## src/rtl/smc_pkg.sv

```systemverilog
// smc_pkg: constants and types for the system monitor control core
// assumes one 125 MHz clock; shared by core and tach counter
package smc_pkg;
  localparam int          CLK_MHZ         = 125;
  localparam logic [4:0]  ADDR_FIXED      = 5'h0B;
  localparam logic [1:0]  SEL_GND         = 2'h0;
  localparam logic [1:0]  SEL_OPEN        = 2'h1;
  localparam logic [1:0]  SEL_VCC         = 2'h2;
  localparam logic [1:0]  ALO_GND         = 2'h0;
  localparam logic [1:0]  ALO_OPEN        = 2'h2;
  localparam logic [1:0]  ALO_VCC         = 2'h1;
  localparam int          NCH             = 19;
  localparam int          NFAN            = 8;
  localparam int          CHW             = 5;
  localparam logic [4:0]  CH_D2_T         = 5'h11;
  localparam logic [4:0]  CH_D2_A         = 5'h12;
  localparam int          RST_PULSE_MS    = 180;
  localparam int          RST_CYC         = RST_PULSE_MS * CLK_MHZ * 1000;
  localparam int          PWM_HZ          = 75;
  localparam int          PWM_PERIOD      = (CLK_MHZ * 1000000) / PWM_HZ;
  localparam int          PWM_STEP        = PWM_PERIOD / 256;
  localparam logic [15:0] NV_BASE         = 16'h8000;
  localparam logic [15:0] NV_LAST         = 16'h9FFF;
  localparam int          CFG_INT_EN      = 1;
  localparam logic [7:0]  CFG_RST         = 8'h00;
  localparam logic [7:0]  PWM_RST         = 8'hFF;
  localparam logic [7:0]  MASK_RST        = 8'h00;
  localparam int          INTR_BIT        = 6;
  typedef enum logic [1:0] {SMC_IDLE, SMC_CONV, SMC_STORE} smc_seq_type;
endpackage : smc_pkg

```

## src/rtl/smc_tach_if.sv

```systemverilog
// smc_tach_if: groups one fan tachometer counter's signals
// assumes the core drives divisor and enable
`timescale 1ns/1ps
interface smc_tach_if;
  logic [1:0] div;
  logic       en;
  logic       pulse;
  logic [7:0] count;
  modport ctl (output div, output en, output pulse, input count);
  modport cnt (input div, input en, input pulse, output count);
endinterface : smc_tach_if

```

## src/rtl/smc_tach.sv

```systemverilog
// smc_tach: one fan speed counter with divisor prescaler
// assumes tach pulses already synchronous to ref_clk
`timescale 1ns/1ps
module smc_tach (
  // clock and reset
  input  wire logic ref_clk,
  input  wire logic rstn,
  // counter side
  smc_tach_if.cnt   t
);
  import smc_pkg::*;
  logic [7:0]  pre_q;
  logic [7:0]  run_q;
  logic [3:0]  edges_q;
  logic        prev_q;
  logic [3:0]  need;
  assign need = 4'(1) << t.div;
  always_ff @(posedge ref_clk or negedge rstn) begin
    if (!rstn) begin
      // idle pin level is high, so no false edge after reset
      prev_q <= 1'b1;
    end else begin
      prev_q <= t.pulse;
    end
  end
  // divisor sets edges per reading; prescale fixed at 256 cycles
  always_ff @(posedge ref_clk or negedge rstn) begin
    if (!rstn) begin
      pre_q   <= 8'h00;
      run_q   <= 8'h00;
      edges_q <= 4'h0;
    end else if (!t.en) begin
      run_q   <= 8'h00;
      edges_q <= 4'h0;
    end else begin
      pre_q <= pre_q + 8'h01;
      if (pre_q == 8'hFF && run_q != 8'hFF) begin
        run_q <= run_q + 8'h01;
      end
      if (t.pulse && !prev_q) begin
        if (edges_q + 4'h1 >= need) begin
          edges_q <= 4'h0;
          run_q   <= 8'h00;
        end else begin
          edges_q <= edges_q + 4'h1;
        end
      end
    end
  end
  always_ff @(posedge ref_clk or negedge rstn) begin
    if (!rstn) begin
      t.count <= 8'hFF;
    end else if (t.en && t.pulse && !prev_q && edges_q + 4'h1 >= need) begin
      t.count <= run_q;
    end
  end
endmodule : smc_tach

```

## src/rtl/smc_core.sv

```systemverilog
// smc_core: system monitor control core, serial slave side decoded outside
// assumes bus framing done by a byte-level engine; analog converter external
`timescale 1ns/1ps
// How it works
// slave address high bits fixed 01011
// select pin sets two low bits
// open select answers at 5Ch
// select pin latched once, first transaction
// first write byte loads address pointer
// sequencer steps channels, fans run parallel
// each result stored, readable by host
// limit violations set status bits
// out-of-limit drives active-low interrupt
// mask bits block status sources
// intrusion bit latched until cleared
// rail resets held 180 ms
// main reset pin also reset input
// open-drain PWM at 75 Hz
// 8-bit code to fan converter
// conversion results are 8 bits
// nonvolatile window 8000h to 9FFFh
// host writes nonvolatile only when blank
// fan counters use divisor prescaler
// GPIO config sets direction and polarity
// tach pins usable as GPIO
// second diode pair temperature or analog
// interrupt disabled until config bit 1
// sequencer wraps to first channel
module smc_core #(
  parameter int RST_CYCLES = smc_pkg::RST_CYC
) (
  // clock and reset
  input  wire logic                       ref_clk,
  input  wire logic                       rstn,
  // byte engine side of serial bus
  input  wire logic                       bus_start,
  input  wire logic [6:0]                 bus_addr,
  input  wire logic                       bus_wr,
  input  wire logic                       bus_first,
  input  wire logic [7:0]                 bus_wdata,
  output logic                            bus_match,
  output logic [15:0]                     ptr_q,
  output logic                            ptr_nv,
  // address select pin, decoded three states
  input  wire logic [1:0]                 addr_sel,
  // configuration
  input  wire logic                       mon_start,
  input  wire logic [7:0]                 cfg_reg,
  input  wire logic [15:0]                fan_div,
  input  wire logic [7:0]                 pwm_duty,
  input  wire logic [7:0]                 dac_in,
  input  wire logic                       pwm_invert,
  input  wire logic [7:0]                 tach_is_gpio,
  input  wire logic                       d2_is_temp,
  input  wire logic [7:0]                 gpio_dir,
  input  wire logic [7:0]                 gpio_pol,
  input  wire logic [7:0]                 gpio_dout,
  input  wire logic [smc_pkg::NCH*8-1:0]  lim_hi,
  input  wire logic [smc_pkg::NCH*8-1:0]  lim_lo,
  input  wire logic [smc_pkg::NCH-1:0]    int_mask,
  input  wire logic                       intr_clr,
  input  wire logic [smc_pkg::NCH-1:0]    stat_clr,
  // converter handshake
  output logic                            conv_req,
  output logic [4:0]                      conv_ch,
  output logic                            conv_temp,
  input  wire logic                       conv_done,
  input  wire logic [7:0]                 conv_data,
  // results
  output logic [smc_pkg::NCH*8-1:0]       value_q,
  output logic [smc_pkg::NFAN*8-1:0]      fan_q,
  output logic [smc_pkg::NCH-1:0]         stat_q,
  output logic                            intr_q,
  output logic [7:0]                      gpio_din,
  // pins
  input  wire logic [7:0]                 tach_in,
  output logic [7:0]                      tach_oe,
  input  wire logic                       intrusion_in,
  output logic                            int_n_oe,
  output logic                            pwm_oe,
  output logic [7:0]                      dac_code_q,
  input  wire logic                       stby_ok,
  input  wire logic                       main_ok,
  output logic                            standby_rail_reset,
  output logic                            main_rail_reset_o,
  output logic                            main_rail_reset_oe,
  input  wire logic                       main_rail_reset_i,
  output logic                            core_rst_n
);
  import smc_pkg::*;

  logic              locked_q;
  logic [1:0]        alo_q;
  logic [1:0]        alo_d;
  smc_seq_type       st_q;
  logic [4:0]        ch_q;
  logic [31:0]       stby_cnt_q;
  logic [31:0]       main_cnt_q;
  logic [31:0]       pwm_cnt_q;
  logic [7:0]        pwm_gate;
  logic              pwm_hi;
  logic [7:0]        hi_v;
  logic [7:0]        lo_v;
  logic              skip_ch;
  logic              int_pend;

  // select pin decode
  always_comb begin
    case (addr_sel)
      SEL_GND:  alo_d = ALO_GND;
      SEL_OPEN: alo_d = ALO_OPEN;
      SEL_VCC:  alo_d = ALO_VCC;
      default:  alo_d = ALO_OPEN;
    endcase
  end

  // latch select once
  always_ff @(posedge ref_clk or negedge rstn) begin
    if (!rstn) begin
      locked_q <= 1'b0;
      alo_q    <= 2'h0;
    end else if (bus_start && !locked_q) begin
      locked_q <= 1'b1;
      alo_q    <= alo_d;
    end
  end

  // address compare, open gives 5Ch
  assign bus_match = bus_start &&
                     bus_addr == {ADDR_FIXED, (locked_q ? alo_q : alo_d)};

  // first write byte to pointer; R17 window
  always_ff @(posedge ref_clk or negedge rstn) begin
    if (!rstn) begin
      ptr_q <= 16'h0000;
    end else if (bus_wr && bus_first) begin
      ptr_q <= {8'h00, bus_wdata};
    end else if (bus_wr) begin
      ptr_q <= {ptr_q[7:0], bus_wdata};
    end
  end
  // nonvolatile decode; R18 blank check left to host
  assign ptr_nv = ptr_q >= NV_BASE && ptr_q <= NV_LAST;

  // second diode pair usage
  always_comb begin
    skip_ch = 1'b0;
    if (ch_q == CH_D2_A && d2_is_temp) begin
      skip_ch = 1'b1;
    end
  end
  assign conv_temp = (ch_q == CH_D2_T) && d2_is_temp;
  assign conv_ch   = ch_q;
  // skipped channel asks the converter for nothing
  assign conv_req  = st_q == SMC_CONV && !skip_ch;

  // sequencer stepping and wrap
  always_ff @(posedge ref_clk or negedge rstn) begin
    if (!rstn) begin
      st_q <= SMC_IDLE;
      ch_q <= 5'h00;
    end else begin
      case (st_q)
        SMC_IDLE: begin
          if (mon_start) begin
            st_q <= SMC_CONV;
          end
        end
        SMC_CONV: begin
          if (skip_ch) begin
            st_q <= SMC_STORE;
          end else if (conv_done) begin
            st_q <= SMC_STORE;
          end
        end
        SMC_STORE: begin
          ch_q <= (ch_q == 5'(NCH - 1)) ? 5'h00 : ch_q + 5'h01;
          st_q <= mon_start ? SMC_CONV : SMC_IDLE;
        end
        default: st_q <= SMC_IDLE;
      endcase
    end
  end

  // store 8-bit result
  always_ff @(posedge ref_clk or negedge rstn) begin
    if (!rstn) begin
      value_q <= '0;
    end else if (st_q == SMC_CONV && conv_done && !skip_ch) begin
      value_q[ch_q*8 +: 8] <= conv_data;
    end
  end

  assign hi_v = lim_hi[ch_q*8 +: 8];
  assign lo_v = lim_lo[ch_q*8 +: 8];

  // sticky status, set wins over clear
  always_ff @(posedge ref_clk or negedge rstn) begin
    if (!rstn) begin
      stat_q <= '0;
    end else begin
      for (int i = 0; i < NCH; i++) begin
        if (st_q == SMC_CONV && conv_done && !skip_ch && ch_q == 5'(i) &&
            (conv_data > hi_v || conv_data < lo_v)) begin
          stat_q[i] <= 1'b1;
        end else if (stat_clr[i]) begin
          stat_q[i] <= 1'b0;
        end
      end
    end
  end

  // intrusion latch
  always_ff @(posedge ref_clk or negedge rstn) begin
    if (!rstn) begin
      intr_q <= 1'b0;
    end else if (intrusion_in) begin
      intr_q <= 1'b1;
    end else if (intr_clr) begin
      intr_q <= 1'b0;
    end
  end

  // mask gating
  assign int_pend = |(stat_q & ~int_mask);
  // active-low interrupt, enabled by config
  assign int_n_oe = int_pend && cfg_reg[CFG_INT_EN];

  // fan counters
  genvar g;
  generate
    for (g = 0; g < NFAN; g++) begin : g_fan
      smc_tach_if tif ();
      assign tif.div   = fan_div[g*2 +: 2];
      assign tif.en    = mon_start && !tach_is_gpio[g];
      assign tif.pulse = tach_in[g];
      assign fan_q[g*8 +: 8] = tif.count;
      smc_tach u_tach (
        .ref_clk (ref_clk),
        .rstn    (rstn),
        .t       (tif)
      );
    end
  endgenerate

  // direction and polarity
  assign tach_oe  = tach_is_gpio & gpio_dir & ~(gpio_dout ^ gpio_pol);
  assign gpio_din = tach_in ^ gpio_pol;

  // R14 75 Hz PWM
  always_ff @(posedge ref_clk or negedge rstn) begin
    if (!rstn) begin
      pwm_cnt_q <= 32'h0;
    end else if (pwm_cnt_q == 32'(PWM_PERIOD - 1)) begin
      pwm_cnt_q <= 32'h0;
    end else begin
      pwm_cnt_q <= pwm_cnt_q + 32'h1;
    end
  end
  // saturate so the period tail never wraps to step zero
  assign pwm_gate = (pwm_cnt_q >= 32'(PWM_STEP * 255)) ? 8'hFF : 8'(pwm_cnt_q / 32'(PWM_STEP));
  assign pwm_hi   = (pwm_duty == 8'hFF) || (pwm_gate < pwm_duty);
  assign pwm_oe   = pwm_hi ^ ~pwm_invert;

  // converter code
  always_ff @(posedge ref_clk or negedge rstn) begin
    if (!rstn) begin
      dac_code_q <= 8'h00;
    end else begin
      dac_code_q <= dac_in;
    end
  end

  // standby reset pulse
  always_ff @(posedge ref_clk or negedge rstn) begin
    if (!rstn) begin
      stby_cnt_q <= 32'h0;
    end else if (!stby_ok) begin
      stby_cnt_q <= 32'h0;
    end else if (stby_cnt_q != 32'(RST_CYCLES)) begin
      stby_cnt_q <= stby_cnt_q + 32'h1;
    end
  end
  assign standby_rail_reset = stby_cnt_q == 32'(RST_CYCLES);

  // main reset after standby
  always_ff @(posedge ref_clk or negedge rstn) begin
    if (!rstn) begin
      main_cnt_q <= 32'h0;
    end else if (!main_ok || !standby_rail_reset) begin
      main_cnt_q <= 32'h0;
    end else if (main_cnt_q != 32'(RST_CYCLES)) begin
      main_cnt_q <= main_cnt_q + 32'h1;
    end
  end
  assign main_rail_reset_o  = 1'b0;
  assign main_rail_reset_oe = main_cnt_q != 32'(RST_CYCLES);
  // external pull low resets
  assign core_rst_n = main_rail_reset_i && !main_rail_reset_oe;

  // assertions
  // address stays locked
  lock_hold_a: assert property (@(posedge ref_clk) disable iff (!rstn)
    locked_q |=> locked_q && alo_q == $past(alo_q)) else $error("address lock lost");
  // open select answers 5Ch
  addr_open_a: assert property (@(posedge ref_clk) disable iff (!rstn)
    (bus_start && !locked_q && addr_sel == SEL_OPEN && {bus_addr, 1'b0} == 8'h5C) |-> bus_match)
    else $error("5Ch not matched");
  // pointer load
  ptr_load_a: assert property (@(posedge ref_clk) disable iff (!rstn)
    (bus_wr && bus_first) |=> ptr_q == {8'h00, $past(bus_wdata)}) else $error("pointer not loaded");
  // value store
  val_store_a: assert property (@(posedge ref_clk) disable iff (!rstn)
    (st_q == SMC_CONV && conv_done && !skip_ch) |=> value_q[$past(ch_q)*8 +: 8] == $past(conv_data))
    else $error("value not stored");
  // limit sets status
  lim_stat_a: assert property (@(posedge ref_clk) disable iff (!rstn)
    (st_q == SMC_CONV && conv_done && !skip_ch && conv_data > hi_v) |=> stat_q[$past(ch_q)])
    else $error("status not set");
  // interrupt gated by config
  int_gate_a: assert property (@(posedge ref_clk) disable iff (!rstn)
    !cfg_reg[CFG_INT_EN] |-> !int_n_oe) else $error("interrupt while disabled");
  // intrusion sticky
  intr_stick_a: assert property (@(posedge ref_clk) disable iff (!rstn)
    intrusion_in |=> intr_q ##1 (intr_q || $past(intr_clr))) else $error("intrusion lost");
  // sequencer wraps
  seq_wrap_a: assert property (@(posedge ref_clk) disable iff (!rstn)
    (st_q == SMC_STORE && ch_q == 5'(NCH - 1)) |=> ch_q == 5'h00) else $error("no wrap");
endmodule : smc_core

```

## config.mk

```make
export PLATFORM = sky130hd
export DESIGN_NAME = smc_core
export DESIGN_NICKNAME = d
export VERILOG_FILES = /design/src/rtl/smc_pkg.sv /design/src/rtl/smc_tach_if.sv /design/src/rtl/smc_tach.sv /design/src/rtl/smc_core.sv
export SDC_FILE = /design/constraint.sdc
export NUM_CORES = 2
export LEC_CHECK = 0
export ABC_CLOCK_PERIOD_IN_PS = 35100
export BUFFER_PORTS_ARGS = -buffer_cell sky130_fd_sc_hd__buf_2
export CORE_ASPECT_RATIO = 0.8
export CORE_UTILIZATION = 45
export DETAILED_ROUTE_END_ITERATION = 16
export PLACE_DENSITY = 0.67
export SYNTH_ARGS = -nofsm -noshare
export SYNTH_HDL_FRONTEND = slang
export SYNTH_SLANG_ARGS = --single-unit
```

## constraint.sdc

```tcl
create_clock -name ref_clk -period 35.1 [get_ports ref_clk]
set_input_delay 5.265 -clock ref_clk [delete_from_list [all_inputs] [get_ports ref_clk]]
set_output_delay 5.265 -clock ref_clk [all_outputs]
set_load 0.05 [all_outputs]
```

==> summary.txt <==
Outcome
  • Status: completed

Pwr
  • Max IR drop VDD: 59.6 uV
  • Leak: 19.5 nW
  • Pwr Density: 46.9 nW/um^2

Placed design
  • Cell count after placement: 5750
  • Buffers added on ports: 743
  • GPL Wtd Cong: 1.00
  • HPWL after DPL: 99.6 mm

GRT
  • First-pass GRT wire length: 192 mm
  • Pin count of the biggest net entering global routing: 102
  • Vias in the first global route: 31400
  • GR Util All Layers: 29.6%
  • Congestion Overflow GR: 0
  • Initial antenna violation count: 27

Drt
  • Post-route ant nets: 0
  • Average wire per standard cell: 21.8 um
  • Residual DRC count: 0
  • Drt first pass iters: 5
  • Via/cell ratio: 5.83
  • Total Wirelength: 128 mm
  • Iteration-0 DRC Markers: 2952
  • Via count: 34200

Layout
  • Nets: 5258
  • Area Growth Syn to Fin: 17.4%
  • Fillers: 7610
  • Post-Layout Cell Count: 5862
  • Share of cells above drive strength 1: 27.3%

STA
  • Final setup fails: 0
  • Slew @ Worst Pin: 1.28 ns
  • Max Clock Skew: 0.0593 ns
  • Worst rel slew slack: 14.5%
  • Post-route minimum period: 32.04 ns
  • Max-slew violations: 0
  • Max Fclk: 31.2 MHz
  • RSZ-0062 raised after global routing: no
  • Final worst path period share: 91.3%
  • Hold Vio Cnt, Final: 0
  • Sum Neg Setup Slack: 0 ns

Critical path
  • Worst R2R Path Depth: 19
  • CP Launch Type: register
  • Max stage delay on crit path: 0.85 ns
  • Top delay family on crit path: compound AO/OA/AOI/OAI gates
  • CP max stage cell: a21oi_1
  • Buf/Inv on CP: 1
  • Crit path depth: 80
  • Data arrival time of the worst path: 26.77 ns
  • CP Launch Point: pwm_cnt_q[31]
  • Critical path capture point type: output pin
  • Worst flop-to-flop path startpoint: conv_ch[0]
  • Crit Path Max Fanout: 20
  • Most used cell, CP: a21oi_1
  • Reg-to-reg slack, setup: 29.29 ns
  • WP data required: 29.83 ns
  • Worst Setup Path Type: register to output pin
  • Capture point of the critical path: pwm_oe
  • Reg-to-reg endpoint: stat_q[10]

Die
  • Rows: 94
  • Initial core utilization: 45.4%
  • Die width: 324 um
  • Number of I/O pins: 752
  • Die area: 84100 um^2
  • Die height: 260 um
  • Core region area: 82200 um^2

Synth
  • Synthesized net count: 4583
  • Post-synth EDFFs: 0
  • Ys async rst share: 100%
  • Synthesized cell area: 37300 um^2
  • Ys flop type: dfrtp_1
  • Seq/Total Area, Yosys: 36.0%
  • Warnings from Yosys: 0
  • Yosys reg bits: 534
  • Mapped Avg Cell Area: 9.27 um^2
  • Mapped Cells: 4029
  • Synth cell types: 152

Clock tree
  • Bufs on Longest Clock Path: 3
  • Hold-fix buffers, CTS: 0
  • Clk Latency, worst-skew pair: 0.64 ns
  • Sink Count: 534
  • Max H-tree Level: 2
  • TritonCTS Buffers: 56
  • CTS tree: done
  • CTS resizes: 0
  • Clk Tree Root Cell: clkbuf_16
  • Post-CTS Repair Setup Buffers: 0
  • Clk slew on worst S/H paths: 0.06 ns

Worst hold path
  • Hold Path Class: register to register

Job
  • Max Cap Viol: 0
==> kinds of logic after synthesis <==
kind of cell	Yosys count	share of synthesized area (%)
buffers and inverters	287	3.24
and+or+nand+nor	1505	19.8
muxes	274	10.6
DFF	534	36.0
other	1	0.0100
xor gates and xnor gates	330	7.89
adders and majority gates	115	3.71
AOI/OAI and AO/OA	983	18.8
==> synthesized netlist by cell type, types with 11 or more instances <==
library cell / instances / area [um^2]
ha_1: 93 / 1160
a21boi_0: 15 / 113
a21oi_1: 152 / 761
nor2_1: 334 / 1250
mux2_2: 124 / 1400
xor2_1: 104 / 911
clkbuf_1: 106 / 398
nor2b_1: 31 / 194
or2_2: 16 / 100
dfstp_2: 72 / 1890
nand4_1: 64 / 400
nand3_1: 170 / 851
and2_1: 55 / 344
a211oi_1: 26 / 195
o21a_1: 25 / 188
dfrtp_1: 462 / 11600
a2111oi_0: 11 / 96.3
or3_1: 36 / 225
xnor2_1: 220 / 1930
a22o_1: 26 / 228
o31ai_1: 42 / 315
nor3_1: 68 / 340
o22ai_1: 37 / 231
nand2_1: 477 / 1790
buf_2: 24 / 120
a31oi_1: 37 / 231
nor4_1: 23 / 144
nand2b_1: 49 / 307
o211ai_1: 29 / 218
mux2i_1: 60 / 601
a21o_1: 48 / 360
a22oi_1: 26 / 195
or2_1: 11 / 68.8
and4_1: 21 / 184
a211o_1: 15 / 131
o21ai_0: 234 / 1170
and3_1: 63 / 394
maj3_1: 22 / 220
o21ai_1: 40 / 200
inv_1: 126 / 473
mux4_2: 80 / 1800
==> cell usage in the layout, fill, tap and decap left out, types with 60 or more instances in the layout <==
master	count
xor2_1	104
mux2i_1	60
nand4_1	64
nor2_1	333
inv_1	126
ha_1	93
and3_1	63
buf_2	742
dfstp_2	72
mux4_2	80
dfrtp_1	459
mux2_2	124
o21ai_0	234
nor3_1	67
nand3_1	170
a21oi_1	152
xnor2_1	220
nand2_1	477
==> sequential cells by signal, summed over array words and instances, names as in the netlist <==
| register | cells |
|---|---|
| g_fan.u_tach.pre_q | 64 |
| alo_q | 2 |
| g_fan.u_tach.run_q | 64 |
| conv_ch | 5 |
| g_fan.u_tach.t.count | 64 |
| ptr_q | 16 |
| dac_code_q | 8 |
| g_fan.u_tach.prev_q | 8 |
| value_q | 152 |
| stat_q | 19 |
| g_fan.u_tach.edges_q | 32 |
| pwm_cnt_q | 32 |
| stby_cnt_q | 32 |
| main_cnt_q | 32 |
| locked_q | 1 |
| st_q | 2 |
| intr_q | 1 |
==> layout make-up <==
type	count	area, um^2	area share, %
repair buffers	774	3960	9.04
diodes	6	15.0	0.0343
clock buffers	82	1620	3.69
inverters	130	488	1.11
flip-flops and latches	534	13500	30.7
clock inverters	24	209	0.477
multi-input cells	3208	22700	51.8
well taps	1104	1380	3.15
==> per-stage QoR <==
stage | instance area [um^2] | power, mW | utilization [%] | worst slack (ns) | hold slack [ns]
after floorplan | 37300 | 1.20 | - | 9.46 | 0.438
after global placement | 42000 | 1.45 | 51.1 | 4.49 | 0.456
after detailed placement | 42000 | 1.46 | 51.1 | 4.34 | 0.460
after CTS | 43800 | 2.06 | 53.3 | 3.55 | 0.472
after global routing | 43800 | 2.14 | 53.3 | 1.20 | 0.494
final | 43800 | 2.06 | 53.3 | 3.06 | 0.471
==> per-layer routing <==
layer | track usage [%] | share of wire, %
met4 | 12.0 | 4.5
met3 | 8.29 | 9.5
met5 | 0 | 0.12
met2 | 42.2 | 42
met1 | 42.0 | 44
==> how the worst min path moves through the flow <==
| stage | start | endpoint | slack, ns | cells past startpoint |
|---|---|---|---|---|
| 2_1_floorplan | g_fan[2].u_tach.pre_q[5] | g_fan[2].u_tach.pre_q[5] | 0.44 | 1 |
| 3_3_place_gp | g_fan[1].u_tach.pre_q[6] | g_fan[1].u_tach.pre_q[6] | 0.46 | 1 |
| 3_5_place_dp | g_fan[7].u_tach.pre_q[7] | g_fan[7].u_tach.pre_q[7] | 0.46 | 1 |
| 4_1_cts | g_fan[1].u_tach.pre_q[6] | g_fan[1].u_tach.pre_q[6] | 0.47 | 1 |
| 5_1_grt | g_fan[3].u_tach.pre_q[7] | g_fan[3].u_tach.pre_q[7] | 0.49 | 1 |
| 6_report | value_q[135] | value_q[135] | 0.47 | 2 |
==> worst reg2reg max path, cell delays in order, from the launching register on <==
cell and delay [ns]:
dfrtp_4 0.66, buf_4 0.67, buf_4 0.65, mux4_2 0.66
mux4_2 0.63, a22oi_1 0.28, ha_1 0.30, nor2b_1 0.13
o21a_1 0.16, o21ai_0 0.16, nand2b_1 0.07, a21oi_1 0.14
nor2_1 0.05, a211oi_1 0.23, a21oi_1 0.12, o21ai_1 0.15
buf_4 0.19, nor2_1 0.10, nand2_1 0.20, o22ai_1 0.12
==> where the power goes <==
group / internal, mW / leakage [nW] / switching [mW]
Sequential: 0.678 / 6.96 / 0.0611
Combinational: 0.241 / 11.6 / 0.487
Clock: 0.330 / 0.902 / 0.258
Total: 1.25 / 19.5 / 0.807
Power figures use the tool's default switching activity.
